<file path="config.mk">
export PLATFORM = sky130hd
export DESIGN_NAME = srm_reg_bank
export DESIGN_NICKNAME = d
export VERILOG_FILES = /design/src/common/srm_pkg.sv /design/src/common/srm_pins_if.sv /design/src/rtl/srm_reg_bank.sv /design/src/rtl/srm_pin_sync.sv
export SDC_FILE = /design/constraint.sdc
export NUM_CORES = 1
export LEC_CHECK = 0
export BUFFER_PORTS_ARGS = -buffer_cell sky130_fd_sc_hd__buf_2
export CAP_MARGIN = 20
export CORE_MARGIN = 2
export CORE_UTILIZATION = 30
export DETAILED_ROUTE_END_ITERATION = 10
export MAX_ROUTING_LAYER = met4
export PLACE_DENSITY_LB_ADDON = 0.2
export REMOVE_ABC_BUFFERS = 1
export SLEW_MARGIN = 20
export SYNTH_ARGS = -nofsm -noshare
export SYNTH_HDL_FRONTEND = slang
export SYNTH_SLANG_ARGS = --single-unit
</file>
<file path="constraint.sdc">
create_clock -name clock -period 3.9 [get_ports clock]
set_input_delay 0.78 -clock clock [delete_from_list [all_inputs] [get_ports clock]]
set_output_delay 0.78 -clock clock [all_outputs]
set_load 0.005 [all_outputs]
</file>
<file path="src/common/srm_pkg.sv">
package srm_pkg;

  // frame layout
  localparam int SRM_ADDR_W = 13;
  localparam int SRM_BYTE_W = 8;
  localparam int SRM_INSTR_W = 16;
  localparam int INSTR_RW_BIT = 15;
  localparam int INSTR_LEN_LSB = 13;
  localparam logic [3:0] LAST_INSTR_BIT = 4'hf;
  localparam logic [3:0] LAST_DATA_BIT = 4'h7;
  localparam logic [1:0] LEN_STREAM = 2'h3;
  localparam logic [SRM_ADDR_W-1:0] ADDR_STEP = 13'h0001;

  // register addresses
  localparam logic [SRM_ADDR_W-1:0] ADDR_PORT_CFG = 13'h0000;
  localparam logic [SRM_ADDR_W-1:0] ADDR_PART_ID = 13'h0001;
  localparam logic [SRM_ADDR_W-1:0] ADDR_SPEED = 13'h0002;
  localparam logic [SRM_ADDR_W-1:0] ADDR_CH_UPPER = 13'h0004;
  localparam logic [SRM_ADDR_W-1:0] ADDR_CH_LOWER = 13'h0005;
  localparam logic [SRM_ADDR_W-1:0] ADDR_MODES = 13'h0008;
  localparam logic [SRM_ADDR_W-1:0] ADDR_CLOCK = 13'h0009;
  localparam logic [SRM_ADDR_W-1:0] ADDR_TEST_IO = 13'h000d;
  localparam logic [SRM_ADDR_W-1:0] ADDR_XFER = 13'h00ff;

  // reset values
  localparam logic [7:0] RST_PORT_CFG = 8'h18;
  localparam logic [7:0] RST_SPEED = 8'h00;
  localparam logic [3:0] RST_CH_UPPER = 4'hf;
  localparam logic [5:0] RST_CH_LOWER = 6'h0f;
  localparam logic RST_XFER = 1'b0;
  localparam logic [7:0] RST_MODES = 8'h00;
  localparam logic [7:0] RST_CLOCK = 8'h01;
  localparam logic [7:0] RST_TEST_IO = 8'h00;

  // field positions
  localparam int CFG_LSB_HI = 6;
  localparam int CFG_SRST_HI = 5;
  localparam int CFG_SRST_LO = 2;
  localparam int CFG_LSB_LO = 1;
  localparam int XFER_BIT = 0;
  localparam int GRADE_LSB = 4;
  localparam int CH_UPPER_W = 4;
  localparam int CH_LOWER_W = 6;
  localparam int CH_DATA_LOWER = 4;
  localparam int NUM_CH = 10;

  // pin synchroniser
  localparam int NUM_PINS = 3;
  localparam int PIN_SCLK = 0;
  localparam int PIN_CSB = 1;
  localparam int PIN_SDIO = 2;
  localparam logic [NUM_PINS-1:0] PIN_RST = 3'h2;

  typedef enum logic {
    PH_INSTR = 1'b0,
    PH_DATA = 1'b1
  } srm_phase_e;

endpackage

</file>
<file path="src/common/srm_pins_if.sv">
`timescale 1ns/1ps
`default_nettype none

interface srm_pins_if;
  logic sclk;
  logic csb;
  logic sdio;

  modport sync (output sclk, output csb, output sdio);
  modport core (input sclk, input csb, input sdio);
endinterface

`default_nettype wire

</file>
<file path="src/rtl/srm_reg_bank.sv">
// What this block does
// - every register is eight bits, bit 7 msb
// - map: port config, index/transfer, program registers
// - program registers shadowed; four registers act directly
// - any reset loads defaults into registers
// - clock register resets to 0x01
// - mirrored lsb-first bits 6/1; reset 0x18
// - bits 5/2 request soft reset, self-clearing
// - 0x01 read-only part identifier
// - 0x02 speed grade in bits 5:4
// - upper index bits 3:0 select channels H..E
// - lower index bits 3:0 select channels D..A
// - lower index bits 5/4 select clock channels
// - 16-bit instruction then data bytes
// - 0xFF bit 0 is the commit bit
`timescale 1ns/1ps
`default_nettype none

module srm_reg_bank
  import srm_pkg::*;
#(
  parameter logic [7:0] PART_ID = 8'h5a, // part_identifier value is arbitrary
  parameter logic [1:0] SPEED_GRADE = 2'h0,
  parameter int CH_COUNT = srm_pkg::NUM_CH
) (
  // clock, reset, enable
  input wire logic clock,
  input wire logic arst_n,
  input wire logic ce,
  // serial port pins
  input wire logic sclk,
  input wire logic csb,
  input wire logic sdio_in,
  output logic sdio_out,
  output logic sdio_oe_n,
  // active register contents
  output logic lsb_first,
  output logic [7:0] modes_active,
  output logic [7:0] clock_active,
  output logic [CH_COUNT*8-1:0] test_io_active,
  output logic [CH_COUNT-1:0] channel_select,
  output logic commit_pending
);

  import srm_pkg::*;

  // index registers only name ten channels
  if (CH_COUNT != NUM_CH) begin : g_bad_ch
    $error("srm_reg_bank: channel count is fixed by the index registers");
  end

  typedef struct packed {
    srm_phase_e phase;
    logic [3:0] bit_cnt;
    logic [SRM_INSTR_W-1:0] shift;
    logic rd;
    logic [1:0] len;
    logic [1:0] byte_cnt;
    logic [SRM_ADDR_W-1:0] addr;
    logic [7:0] rd_byte;
    logic sclk_d;
    logic sdio_out;
    logic sdio_oe_n;
    logic lsb_first;
    logic [CH_UPPER_W-1:0] ch_upper;
    logic [CH_LOWER_W-1:0] ch_lower;
    logic xfer;
    logic [7:0] modes_sh;
    logic [7:0] modes_act;
    logic [7:0] clk_sh;
    logic [7:0] clk_act;
    logic [CH_COUNT-1:0][7:0] tio_sh;
    logic [CH_COUNT-1:0][7:0] tio_act;
  } srm_state_s;

  localparam srm_state_s RST_STATE = '{
    phase: PH_INSTR,
    bit_cnt: 4'h0,
    shift: 16'h0000,
    rd: 1'b0,
    len: 2'h0,
    byte_cnt: 2'h0,
    addr: 13'h0000,
    rd_byte: 8'h00,
    sclk_d: 1'b0,
    sdio_out: 1'b0,
    sdio_oe_n: 1'b1,
    lsb_first: RST_PORT_CFG[CFG_LSB_LO],
    ch_upper: RST_CH_UPPER,
    ch_lower: RST_CH_LOWER,
    xfer: RST_XFER,
    modes_sh: RST_MODES,
    modes_act: RST_MODES,
    clk_sh: RST_CLOCK,
    clk_act: RST_CLOCK,
    tio_sh: {CH_COUNT{RST_TEST_IO}},
    tio_act: {CH_COUNT{RST_TEST_IO}}
  };

  srm_state_s st;
  srm_state_s next_st;
  logic rise;
  logic fall;

  srm_pins_if pins ();

  srm_pin_sync u_sync (
    .clock(clock),
    .arst_n(arst_n),
    .ce(ce),
    .pin_raw({sdio_in, csb, sclk}),
    .pins(pins.sync)
  );

  // data channels A..H in bits 0..7, frame clock 8, data clock 9
  function automatic logic [CH_COUNT-1:0] chan_mask(input srm_state_s s);
    chan_mask = {s.ch_lower[CH_LOWER_W-1:CH_DATA_LOWER], s.ch_upper,
                 s.ch_lower[CH_DATA_LOWER-1:0]};
  endfunction

  // register readback; unmapped addresses read zero
  function automatic logic [7:0] read_reg(input srm_state_s s, input logic [SRM_ADDR_W-1:0] a);
    logic [CH_COUNT-1:0] m;
    m = chan_mask(s);
    read_reg = 8'h00;
    case (a)
      ADDR_PORT_CFG: begin
        read_reg = RST_PORT_CFG;
        read_reg[CFG_LSB_HI] = s.lsb_first;
        read_reg[CFG_LSB_LO] = s.lsb_first;
      end
      ADDR_PART_ID: read_reg = PART_ID;
      ADDR_SPEED: read_reg = RST_SPEED | (8'(SPEED_GRADE) << GRADE_LSB);
      ADDR_CH_UPPER: read_reg = {{(8 - CH_UPPER_W){1'b0}}, s.ch_upper};
      ADDR_CH_LOWER: read_reg = {{(8 - CH_LOWER_W){1'b0}}, s.ch_lower};
      ADDR_XFER: read_reg = {7'h00, s.xfer};
      ADDR_MODES: read_reg = s.modes_sh;
      ADDR_CLOCK: read_reg = s.clk_sh;
      ADDR_TEST_IO: begin
        // lowest selected channel answers; the loop runs downward so the lowest index is assigned last
        for (int c = CH_COUNT - 1; c >= 0; c--) begin
          if (m[c]) begin
            read_reg = s.tio_sh[c];
          end
        end
      end
      default: read_reg = 8'h00;
    endcase
  endfunction

  // soft reset touches the registers only; the frame in progress goes on
  function automatic srm_state_s load_defaults(input srm_state_s s);
    load_defaults = s;
    load_defaults.lsb_first = RST_STATE.lsb_first;
    load_defaults.ch_upper = RST_STATE.ch_upper;
    load_defaults.ch_lower = RST_STATE.ch_lower;
    load_defaults.xfer = RST_STATE.xfer;
    load_defaults.modes_sh = RST_STATE.modes_sh;
    load_defaults.modes_act = RST_STATE.modes_act;
    load_defaults.clk_sh = RST_STATE.clk_sh;
    load_defaults.clk_act = RST_STATE.clk_act;
    load_defaults.tio_sh = RST_STATE.tio_sh;
    load_defaults.tio_act = RST_STATE.tio_act;
  endfunction

  function automatic srm_state_s write_reg(input srm_state_s s, input logic [SRM_ADDR_W-1:0] a,
                                           input logic [7:0] d);
    logic [CH_COUNT-1:0] m;
    m = chan_mask(s);
    write_reg = s;
    case (a)
      ADDR_PORT_CFG: begin
        // either mirror bit is enough, so a byte sent in the wrong order still works
        write_reg.lsb_first = d[CFG_LSB_HI] | d[CFG_LSB_LO];
        if (d[CFG_SRST_HI] | d[CFG_SRST_LO]) begin
          write_reg = load_defaults(write_reg);
        end
      end
      ADDR_CH_UPPER: write_reg.ch_upper = d[CH_UPPER_W-1:0];
      ADDR_CH_LOWER: write_reg.ch_lower = d[CH_LOWER_W-1:0];
      ADDR_XFER: write_reg.xfer = d[XFER_BIT];
      ADDR_MODES: write_reg.modes_sh = d;
      ADDR_CLOCK: write_reg.clk_sh = d;
      ADDR_TEST_IO: begin
        for (int c = 0; c < CH_COUNT; c++) begin
          if (m[c]) begin
            write_reg.tio_sh[c] = d;
          end
        end
      end
      // read-only and unmapped addresses ignore writes
      default: write_reg = s;
    endcase
  endfunction

  assign rise = pins.sclk & ~st.sclk_d;
  assign fall = ~pins.sclk & st.sclk_d;

  always_comb begin
    logic [SRM_INSTR_W-1:0] shifted;
    logic [7:0] data;
    logic [SRM_ADDR_W-1:0] step;
    shifted = 16'h0000;
    data = 8'h00;
    step = 13'h0000;
    next_st = st;
    next_st.sclk_d = pins.sclk;

    // one cycle after the transfer bit is set every shadow moves over
    if (st.xfer) begin
      next_st.modes_act = st.modes_sh;
      next_st.clk_act = st.clk_sh;
      next_st.tio_act = st.tio_sh;
      next_st.xfer = 1'b0;
    end

    if (pins.csb) begin
      next_st.sdio_oe_n = 1'b1;
      // mid-byte or end of streaming drops the frame; a byte boundary only stalls it
      if (st.bit_cnt != 4'h0 || (st.phase == PH_DATA && st.len == LEN_STREAM)) begin
        next_st.phase = PH_INSTR;
        next_st.bit_cnt = 4'h0;
      end
    end else if (rise) begin
      if (st.lsb_first) begin
        shifted = {pins.sdio, st.shift[SRM_INSTR_W-1:1]};
      end else begin
        shifted = {st.shift[SRM_INSTR_W-2:0], pins.sdio};
      end
      next_st.shift = shifted;
      if (st.phase == PH_INSTR) begin
        if (st.bit_cnt == LAST_INSTR_BIT) begin
          next_st.rd = shifted[INSTR_RW_BIT];
          next_st.len = shifted[INSTR_LEN_LSB +: 2];
          next_st.addr = shifted[SRM_ADDR_W-1:0];
          next_st.rd_byte = read_reg(st, shifted[SRM_ADDR_W-1:0]);
          next_st.byte_cnt = 2'h0;
          next_st.bit_cnt = 4'h0;
          next_st.phase = PH_DATA;
        end else begin
          next_st.bit_cnt = st.bit_cnt + 4'h1;
        end
      end else begin
        if (st.bit_cnt == LAST_DATA_BIT) begin
          // a right-shifted byte lands in the upper half
          data = st.lsb_first ? shifted[SRM_INSTR_W-1:SRM_BYTE_W] : shifted[SRM_BYTE_W-1:0];
          // address runs down in msb-first mode and up in lsb-first mode
          step = st.lsb_first ? st.addr + ADDR_STEP : st.addr - ADDR_STEP;
          if (!st.rd) begin
            next_st = write_reg(next_st, st.addr, data);
          end
          next_st.addr = step;
          next_st.rd_byte = read_reg(st, step);
          next_st.bit_cnt = 4'h0;
          next_st.byte_cnt = st.byte_cnt + 2'h1;
          if (st.len != LEN_STREAM && st.byte_cnt == st.len) begin
            next_st.phase = PH_INSTR;
            next_st.sdio_oe_n = 1'b1;
          end
        end else begin
          next_st.bit_cnt = st.bit_cnt + 4'h1;
        end
      end
    end else if (fall && st.phase == PH_DATA && st.rd) begin
      // drive on the falling edge so the bit is settled for the host's rising edge
      next_st.sdio_oe_n = 1'b0;
      if (st.lsb_first) begin
        next_st.sdio_out = st.rd_byte[0];
        next_st.rd_byte = {1'b0, st.rd_byte[7:1]};
      end else begin
        next_st.sdio_out = st.rd_byte[7];
        next_st.rd_byte = {st.rd_byte[6:0], 1'b0};
      end
    end
  end

  always_ff @(posedge clock or negedge arst_n) begin
    if (!arst_n) begin
      st <= RST_STATE;
    end else if (ce) begin
      st <= next_st;
    end
  end

  assign sdio_out = st.sdio_out;
  assign sdio_oe_n = st.sdio_oe_n;
  assign lsb_first = st.lsb_first;
  assign modes_active = st.modes_act;
  assign clock_active = st.clk_act;
  assign test_io_active = st.tio_act;
  assign channel_select = {st.ch_lower[CH_LOWER_W-1:CH_DATA_LOWER], st.ch_upper, st.ch_lower[CH_DATA_LOWER-1:0]};
  assign commit_pending = st.xfer;

endmodule

`default_nettype wire

</file>
<file path="src/rtl/srm_pin_sync.sv">
`timescale 1ns/1ps
`default_nettype none

module srm_pin_sync
  import srm_pkg::*;
(
  // clock and reset
  input wire logic clock,
  input wire logic arst_n,
  input wire logic ce,
  // raw pins
  input wire logic [srm_pkg::NUM_PINS-1:0] pin_raw,
  // filtered levels
  srm_pins_if.sync pins
);

  typedef struct packed {
    logic [NUM_PINS-1:0] s1;
    logic [NUM_PINS-1:0] s2;
    logic [NUM_PINS-1:0] s3;
    logic [NUM_PINS-1:0] filt;
  } srm_sync_s;

  srm_sync_s st;
  srm_sync_s next_st;

  always_comb begin
    next_st = st;
    next_st.s1 = pin_raw;
    next_st.s2 = st.s1;
    next_st.s3 = st.s2;
    // s1 only feeds s2; the filter looks at s2 and s3
    for (int i = 0; i < NUM_PINS; i++) begin
      if (st.s2[i] == st.s3[i]) begin
        next_st.filt[i] = st.s3[i];
      end
    end
  end

  always_ff @(posedge clock or negedge arst_n) begin
    if (!arst_n) begin
      st <= '{s1: PIN_RST, s2: PIN_RST, s3: PIN_RST, filt: PIN_RST};
    end else if (ce) begin
      st <= next_st;
    end
  end

  assign pins.sclk = st.filt[PIN_SCLK];
  assign pins.csb = st.filt[PIN_CSB];
  assign pins.sdio = st.filt[PIN_SDIO];

endmodule

`default_nettype wire

</file>
; Yosys cells after proc, flatten, opt, wreduce, memory -nomap -nowiden
; Cells that the tools add are included.
[word_totals]
reg_bits = 266
output_inout_bits = 110
[op_classes]
n_bitwise = 7
muxes = 72
reduce_logical = 38
n_eq_ne = 57
add_sub_neg = 4
[op_table]
columns = cell, n
row1 = $mux W254, 4
row2 = $mux W193, 2
row3 = $mux W249, 1
row4 = $mux W233, 1
row5 = $mux W8, 28
row6 = $mux W207, 1
row7 = $mux W204, 1
row8 = $mux W80, 2
row9 = $pmux W80 S2, 1
row10 = $pmux W8 S8, 2
row11 = $eq A13 B4 Y1 const B, 9
row12 = $reduce_and A9 Y1, 10
row13 = $eq A13 B3 Y1 const B, 6
row14 = $ne A6 B5 Y1 const B, 11
row15 = $mux W16, 4
row16 = $mux W26, 2
row17 = $eq A13 B8 Y1 const B, 3
row18 = $logic_not A13 Y1, 3
row19 = $mux W39, 1
row20 = $pmux W8 S2, 2
row21 = $reduce_and A8 Y1, 4
row22 = $ne A6 B3 Y1 const B, 5
row23 = $eq A13 B1 Y1 const B, 2
row24 = $mux W5, 3
row25 = other kinds (35), 70

; Longest topological paths before layout
[logic_depth]
depth_word = 18
ltp_mapped = 12
ltp_nobuf = 10

; By module
; Synthesis repeated with hierarchy kept, for this count alone.
[hier_totals]
cells_unflattened = 1546
hier_area_um2 = 14861.8
[modules_own_cells]
columns = module, area_per_inst_um2, n_inst, cells_each
row1 = srm_reg_bank, 14343.8, 1, 1510
row2 = srm_pin_sync, 518.0, 1, 36

; Worst setup path after synthesis
; OpenSTA, ideal clock, no wires.
[synth_timing]
path_type = reg2reg
from = register st, in the netlist lsb_first
to = register st[207] in the netlist's numbering
synth_period_minus_slack_ns = 3.670
t_arrival_ns = 3.575
setup_time_ns = 0.095
path_stages_with_launch = 12
path_buffers = 1
path_slack_ns = 0.230
cell_sequence = dfrtp_1 > buf_4 > clkinv_1 > fa_1 > a21o_1 > a221oi_2 > xnor2_1 > nand4_1 > or4_1 > a2111oi_4 > nand3_2 > o31ai_1
[synth_via]
elab_chain_cells = 8
[synth_lines]
columns = element, line
row1 = from (decl), srm_reg_bank.sv:100  ; srm_state_s st;
row2 = from (signal assigned), srm_reg_bank.sv:281  ; st <= next_st;
row3 = $mux W16, srm_reg_bank.sv:225  ; if (st.lsb_first) begin
row4 = $mux W16, srm_reg_bank.sv:224  ; end else if (rise) begin
row5 = $mux W16, srm_reg_bank.sv:217  ; if (pins.csb) begin
row6 = $eq A13 B4 Y1 (tied with other cells), srm_reg_bank.sv:126  ; case (a)
row7 = $pmux W8 S8, srm_reg_bank.sv:126
row8 = $mux W26, srm_reg_bank.sv:232  ; if (st.bit_cnt == LAST_INSTR_BIT) begin
row9 = $mux W26, srm_reg_bank.sv:231  ; if (st.phase == PH_INSTR) begin
row10 = $mux W8 (*), srm_reg_bank.sv:224
; Every way passes the cells marked *; elsewhere a longest branch is shown, timed or not. The select of a mux whose other input is x is not followed.
; A chain may end at the register's enable or synchronous reset.

; Final worst setup path
[layout_timing]
from = register st, in the netlist lsb_first
to = register st[211] in the netlist's numbering
; Same word-level chain as after synthesis.

==> results.json <==
{
  "combinational_family_with_the_most_area_after_synthesis": "compound AO/OA/AOI/OAI gates",
  "final-hold-violation-count": 0,
  "ctsRootBufferMaster": "sky130_fd_sc_hd__clkbuf_16",
  "pre_cts_ws_ps": 165,
  "antennaDiodeCount": 0,
  "timing.critical_path.from_type": "flop",
  "worst-setup-path-type": "flop to flop",
  "fin_crit_ps": 3640,
  "finalInstanceArea_um2": 16100,
  "detail_route.drc_violations": 0,
  "detail-route-antenna-nets": 0,
  "critical_path.max_fanout": 10,
  "reg2reg_from": "lsb_first",
  "cts_htree_levels": 1,
  "sw_frac_of_total": 0.275,
  "dominantRegCellSynth": "sky130_fd_sc_hd__dfrtp_1",
  "area_growth_syn_to_layout_pct": 11.2,
  "setup_viol": 0,
  "synth-xor-area-share": 0.00788,
  "max-vdd-ir-drop_uv": 326,
  "design.core.area_um2": 47600,
  "regToRegSetupSlack_ps": 260,
  "detail_route.iter0.violations": 962,
  "cellLeakagePower_nw": 7.44,
  "setup_ws_ps": 262,
  "grt_use_met1": 0.253,
  "number_of_synthesized_register_bits": 266,
  "maxCapViolations": 0,
  "placedInstanceArea_um2": 15100,
  "grt_setup_unrepaired": "false",
  "max-slew-margin-rel": 0.316,
  "global_route.usage.met2": 0.295,
  "number_of_flops_mapped_to_enable_cells_by_yosys": 0,
  "residual_overflow_from_global_routing": 0,
  "grt_pass1_vias": 11200,
  "n_fill_cell": 4973,
  "combPwrFrac": 0.100,
  "detailedRoute.firstPassIterationCount": 5,
  "report.final.slew_viol_count": 0,
  "drt_wl_total_um": 45800,
  "post_cts_hold_buffers": 0,
  "place.port_buffers": 115,
  "worst-r2r-cell-count": 12,
  "clock-skew-final_ps": 17.2,
  "worst-slew-pin-transition_ps": 1020,
  "synthesis.area_um2": 14400,
  "global_route.peak_usage_layer": "met2",
  "cts_tree": "yes",
  "layout-drive-gt1-share": 0.222,
  "die_outline_height_um": 223,
  "netsw_mw": 1.78,
  "fin_crit_sh": 0.933,
  "critPathCapture": "st[211]",
  "synth_seq_area_share": 0.462,
  "cp-end-kind": "flop",
  "p_per_area_nw_per_um2": 403,
  "die_area_um2": 49900,
  "hold_class": "input port to asynchronous set/reset pin",
  "worstReg2RegEnd": "st[211]",
  "achievable-frequency_ghz": 0.275,
  "cts_sinks": 266,
  "seqCellArea_um2": 6680,
  "crit_required_ps": 4420,
  "ctsLongestPathBuffers": 3,
  "synth_simple_gate_area_share": 0.146,
  "power_frac_seq": 0.469,
  "synth.distinct_cells": 89,
  "finalWeightedCongestion": 0.925,
  "setup.worst_path.start": "lsb_first",
  "syn-mean-instance-area_um2": 9.56,
  "synth-adder-area-share": 0.0152,
  "synth.yosys.warnings": 0,
  "grt.total_usage": 0.188,
  "hpwl_um": 32500,
  "vias": 11200,
  "cts_inserted_buffers": 31,
  "cell_internal_pwr_mw": 4.70,
  "worst_skew_pair.late_latency_ps": 600,
  "synthArstFlopShare": 1.00,
  "multi_input_comb_area_um2": 6550,
  "run_status": "finished clean",
  "core.rowCount": 80,
  "detail_route.wl_per_cell_um": 21.3,
  "wire_length_of_the_first_global_routing_pass_um": 70800,
  "num-nets-final": 1541,
  "area_fraction_in_compound_gates_after_synthesis": 0.189,
  "synth.area.mux_share": 0.0928,
  "total_power_consumption_of_the_routed_design_mw": 6.48,
  "post_synth_inst_count": 1511,
  "grt_met3_usage": 0.0356,
  "floorplan.die.width_um": 223,
  "initial_core_util": 0.303,
  "antenna_violations_before_repair": 0,
  "grt_max_degree": 112,
  "power.clock.fraction": 0.431,
  "vias_per_cell": 5.21,
  "fin_util": 0.337,
  "critical_path_arrival_ps": 4160,
  "top_level_ports": 116,
  "clock_transition_time_at_the_flip_flop_clock_pins_of_the_worst_setup_and_hold_paths_ps": 60
}
[area by class of cell]
type | count | share of cell area
sequential | 266 | 0.416
multi-input combinational | 1026 | 0.408
timing repair buffer | 166 | 0.0631
clock buffer | 38 | 0.0506
tap | 615 | 0.0479
clock inverter | 13 | 0.00873
inverter | 27 | 0.00631
[critical path, cell delays in order, from the launching register on]
cell	delay [ps]
sky130_fd_sc_hd__dfrtp_2	360
sky130_fd_sc_hd__clkinv_1	140
sky130_fd_sc_hd__buf_4	220
sky130_fd_sc_hd__ha_1	420
sky130_fd_sc_hd__and3_1	220
sky130_fd_sc_hd__a221oi_4	360
sky130_fd_sc_hd__xnor2_1	240
sky130_fd_sc_hd__nand4_1	120
sky130_fd_sc_hd__or4_1	540
sky130_fd_sc_hd__a2111oi_4	500
sky130_fd_sc_hd__buf_4	200
sky130_fd_sc_hd__o21ai_0	80
sky130_fd_sc_hd__a21oi_1	150
[worst min path at each step]
stage,from,endpoint,slack [ps],cells after the start
after floorplan,u_sync.st[3],u_sync.pins.sclk,460,2
after global placement,u_sync.st[3],u_sync.pins.sclk,470,2
after detailed placement,u_sync.st[5],u_sync.pins.sdio,490,2
after CTS,arst_n,test_io_active[20],310,1
after global routing,arst_n,test_io_active[19],350,1
final,arst_n,test_io_active[20],270,1
[flip-flops by register name (all words and copies together), names as in the netlist]
name	flops
sdio_out	1
st	144
modes_active	8
sdio_oe_n	1
commit_pending	1
channel_select	10
lsb_first	1
u_sync.pins.sclk	1
u_sync.st	3
test_io_active	80
clock_active	8
u_sync.pins.csb	1
u_sync.pins.sdio	1
u_sync.next_st	6
[cell usage after synthesis, drive strengths merged (13+ instances only)]
| master | number | area, um^2 |
|---|---|---|
| nand2b | 15 | 101 |
| o31ai | 13 | 97.6 |
| nand2 | 255 | 957 |
| nor3 | 26 | 135 |
| dfrtp | 251 | 6280 |
| clkbuf | 62 | 234 |
| a221oi | 13 | 120 |
| buf | 130 | 922 |
| inv | 26 | 97.6 |
| ha | 16 | 200 |
| nor2 | 85 | 322 |
| dfstp | 15 | 394 |
| mux2i | 26 | 264 |
| a22o | 17 | 149 |
| a21oi | 201 | 1010 |
| mux2 | 93 | 1080 |
| o21ai | 53 | 378 |
| nand3 | 19 | 113 |
[per-layer routing]
layer / up-vias / routed length [um]
met2: 318 / 21100
met3: 68 / 2760
li1: 5256 / -
met4: 0 / 1060
met5: - / 0
met1: 5565 / 20900
[timing repair]
action | 4_1_cts | 5_1_grt
setup buffers | 0 | 1
gates resized for setup | 0 | 1
endpoints found under the setup margin | 0 | 7
[through the flow]
stage	cells	hold WS [ps]	setup TNS [ps]
2_1_floorplan	1319	459	-230550
3_3_place_gp	2098	471	0
3_5_place_dp	2099	489	0
4_1_cts	2150	311	0
5_1_grt	2151	351	0
6_report	2151	275	0
[power groups by stage]
stage / clock network (mW) / logic (mW) / registers [mW]
2_1_floorplan: 0 / 0.372 / 3.03
3_3_place_gp: 0 / 0.649 / 3.08
3_5_place_dp: 0 / 0.645 / 3.08
4_1_cts: 2.88 / 0.648 / 3.03
5_1_grt: 2.99 / 0.717 / 3.05
6_report: 2.79 / 0.647 / 3.04
[layout by cell type (no fill, tap or decap), types with 5 or more instances in the layout]
master                      count
sky130_fd_sc_hd__nand2_1      254
sky130_fd_sc_hd__dfrtp_1      250
sky130_fd_sc_hd__a21oi_1      200
sky130_fd_sc_hd__buf_2        114
sky130_fd_sc_hd__nor2_1        82
sky130_fd_sc_hd__mux2_2        66
sky130_fd_sc_hd__buf_4         48
sky130_fd_sc_hd__o21ai_0       39
sky130_fd_sc_hd__clkbuf_16     31
sky130_fd_sc_hd__inv_1         26
sky130_fd_sc_hd__nor3_1        25
sky130_fd_sc_hd__mux2i_1       25
sky130_fd_sc_hd__mux2_1        19
sky130_fd_sc_hd__nand3_1       17
sky130_fd_sc_hd__a22o_1        17
sky130_fd_sc_hd__ha_1          16
sky130_fd_sc_hd__dfstp_2       15
sky130_fd_sc_hd__nand2b_1      14
sky130_fd_sc_hd__o31ai_1       13
sky130_fd_sc_hd__a221oi_1      12
sky130_fd_sc_hd__o221ai_1      12
sky130_fd_sc_hd__o21a_1        11
sky130_fd_sc_hd__o21ai_4       10
sky130_fd_sc_hd__nor2b_1       10
sky130_fd_sc_hd__nor4_1        10
sky130_fd_sc_hd__o211ai_1      10
sky130_fd_sc_hd__a21o_1         9
sky130_fd_sc_hd__mux2_4         8
sky130_fd_sc_hd__and3_1         7
sky130_fd_sc_hd__xnor2_1        7
sky130_fd_sc_hd__o22ai_1        7
sky130_fd_sc_hd__a31oi_1        7
sky130_fd_sc_hd__clkinv_2       7
sky130_fd_sc_hd__and2_1         6
sky130_fd_sc_hd__a211oi_1       6
sky130_fd_sc_hd__xor2_1         6
sky130_fd_sc_hd__a22oi_1        6
sky130_fd_sc_hd__clkbuf_1       6
sky130_fd_sc_hd__or4_1          5
[cell families after synthesis]
family                     count (synthesis)
and+or+nand+nor                          468
AOI/OAI and AO/OA                        409
DFF                                      266
buffers and inverters                    219
muxes                                    119
adders and majority gates                 17
xor gates and xnor gates                  13
No activity file was read; power rests on OpenSTA's default activity.
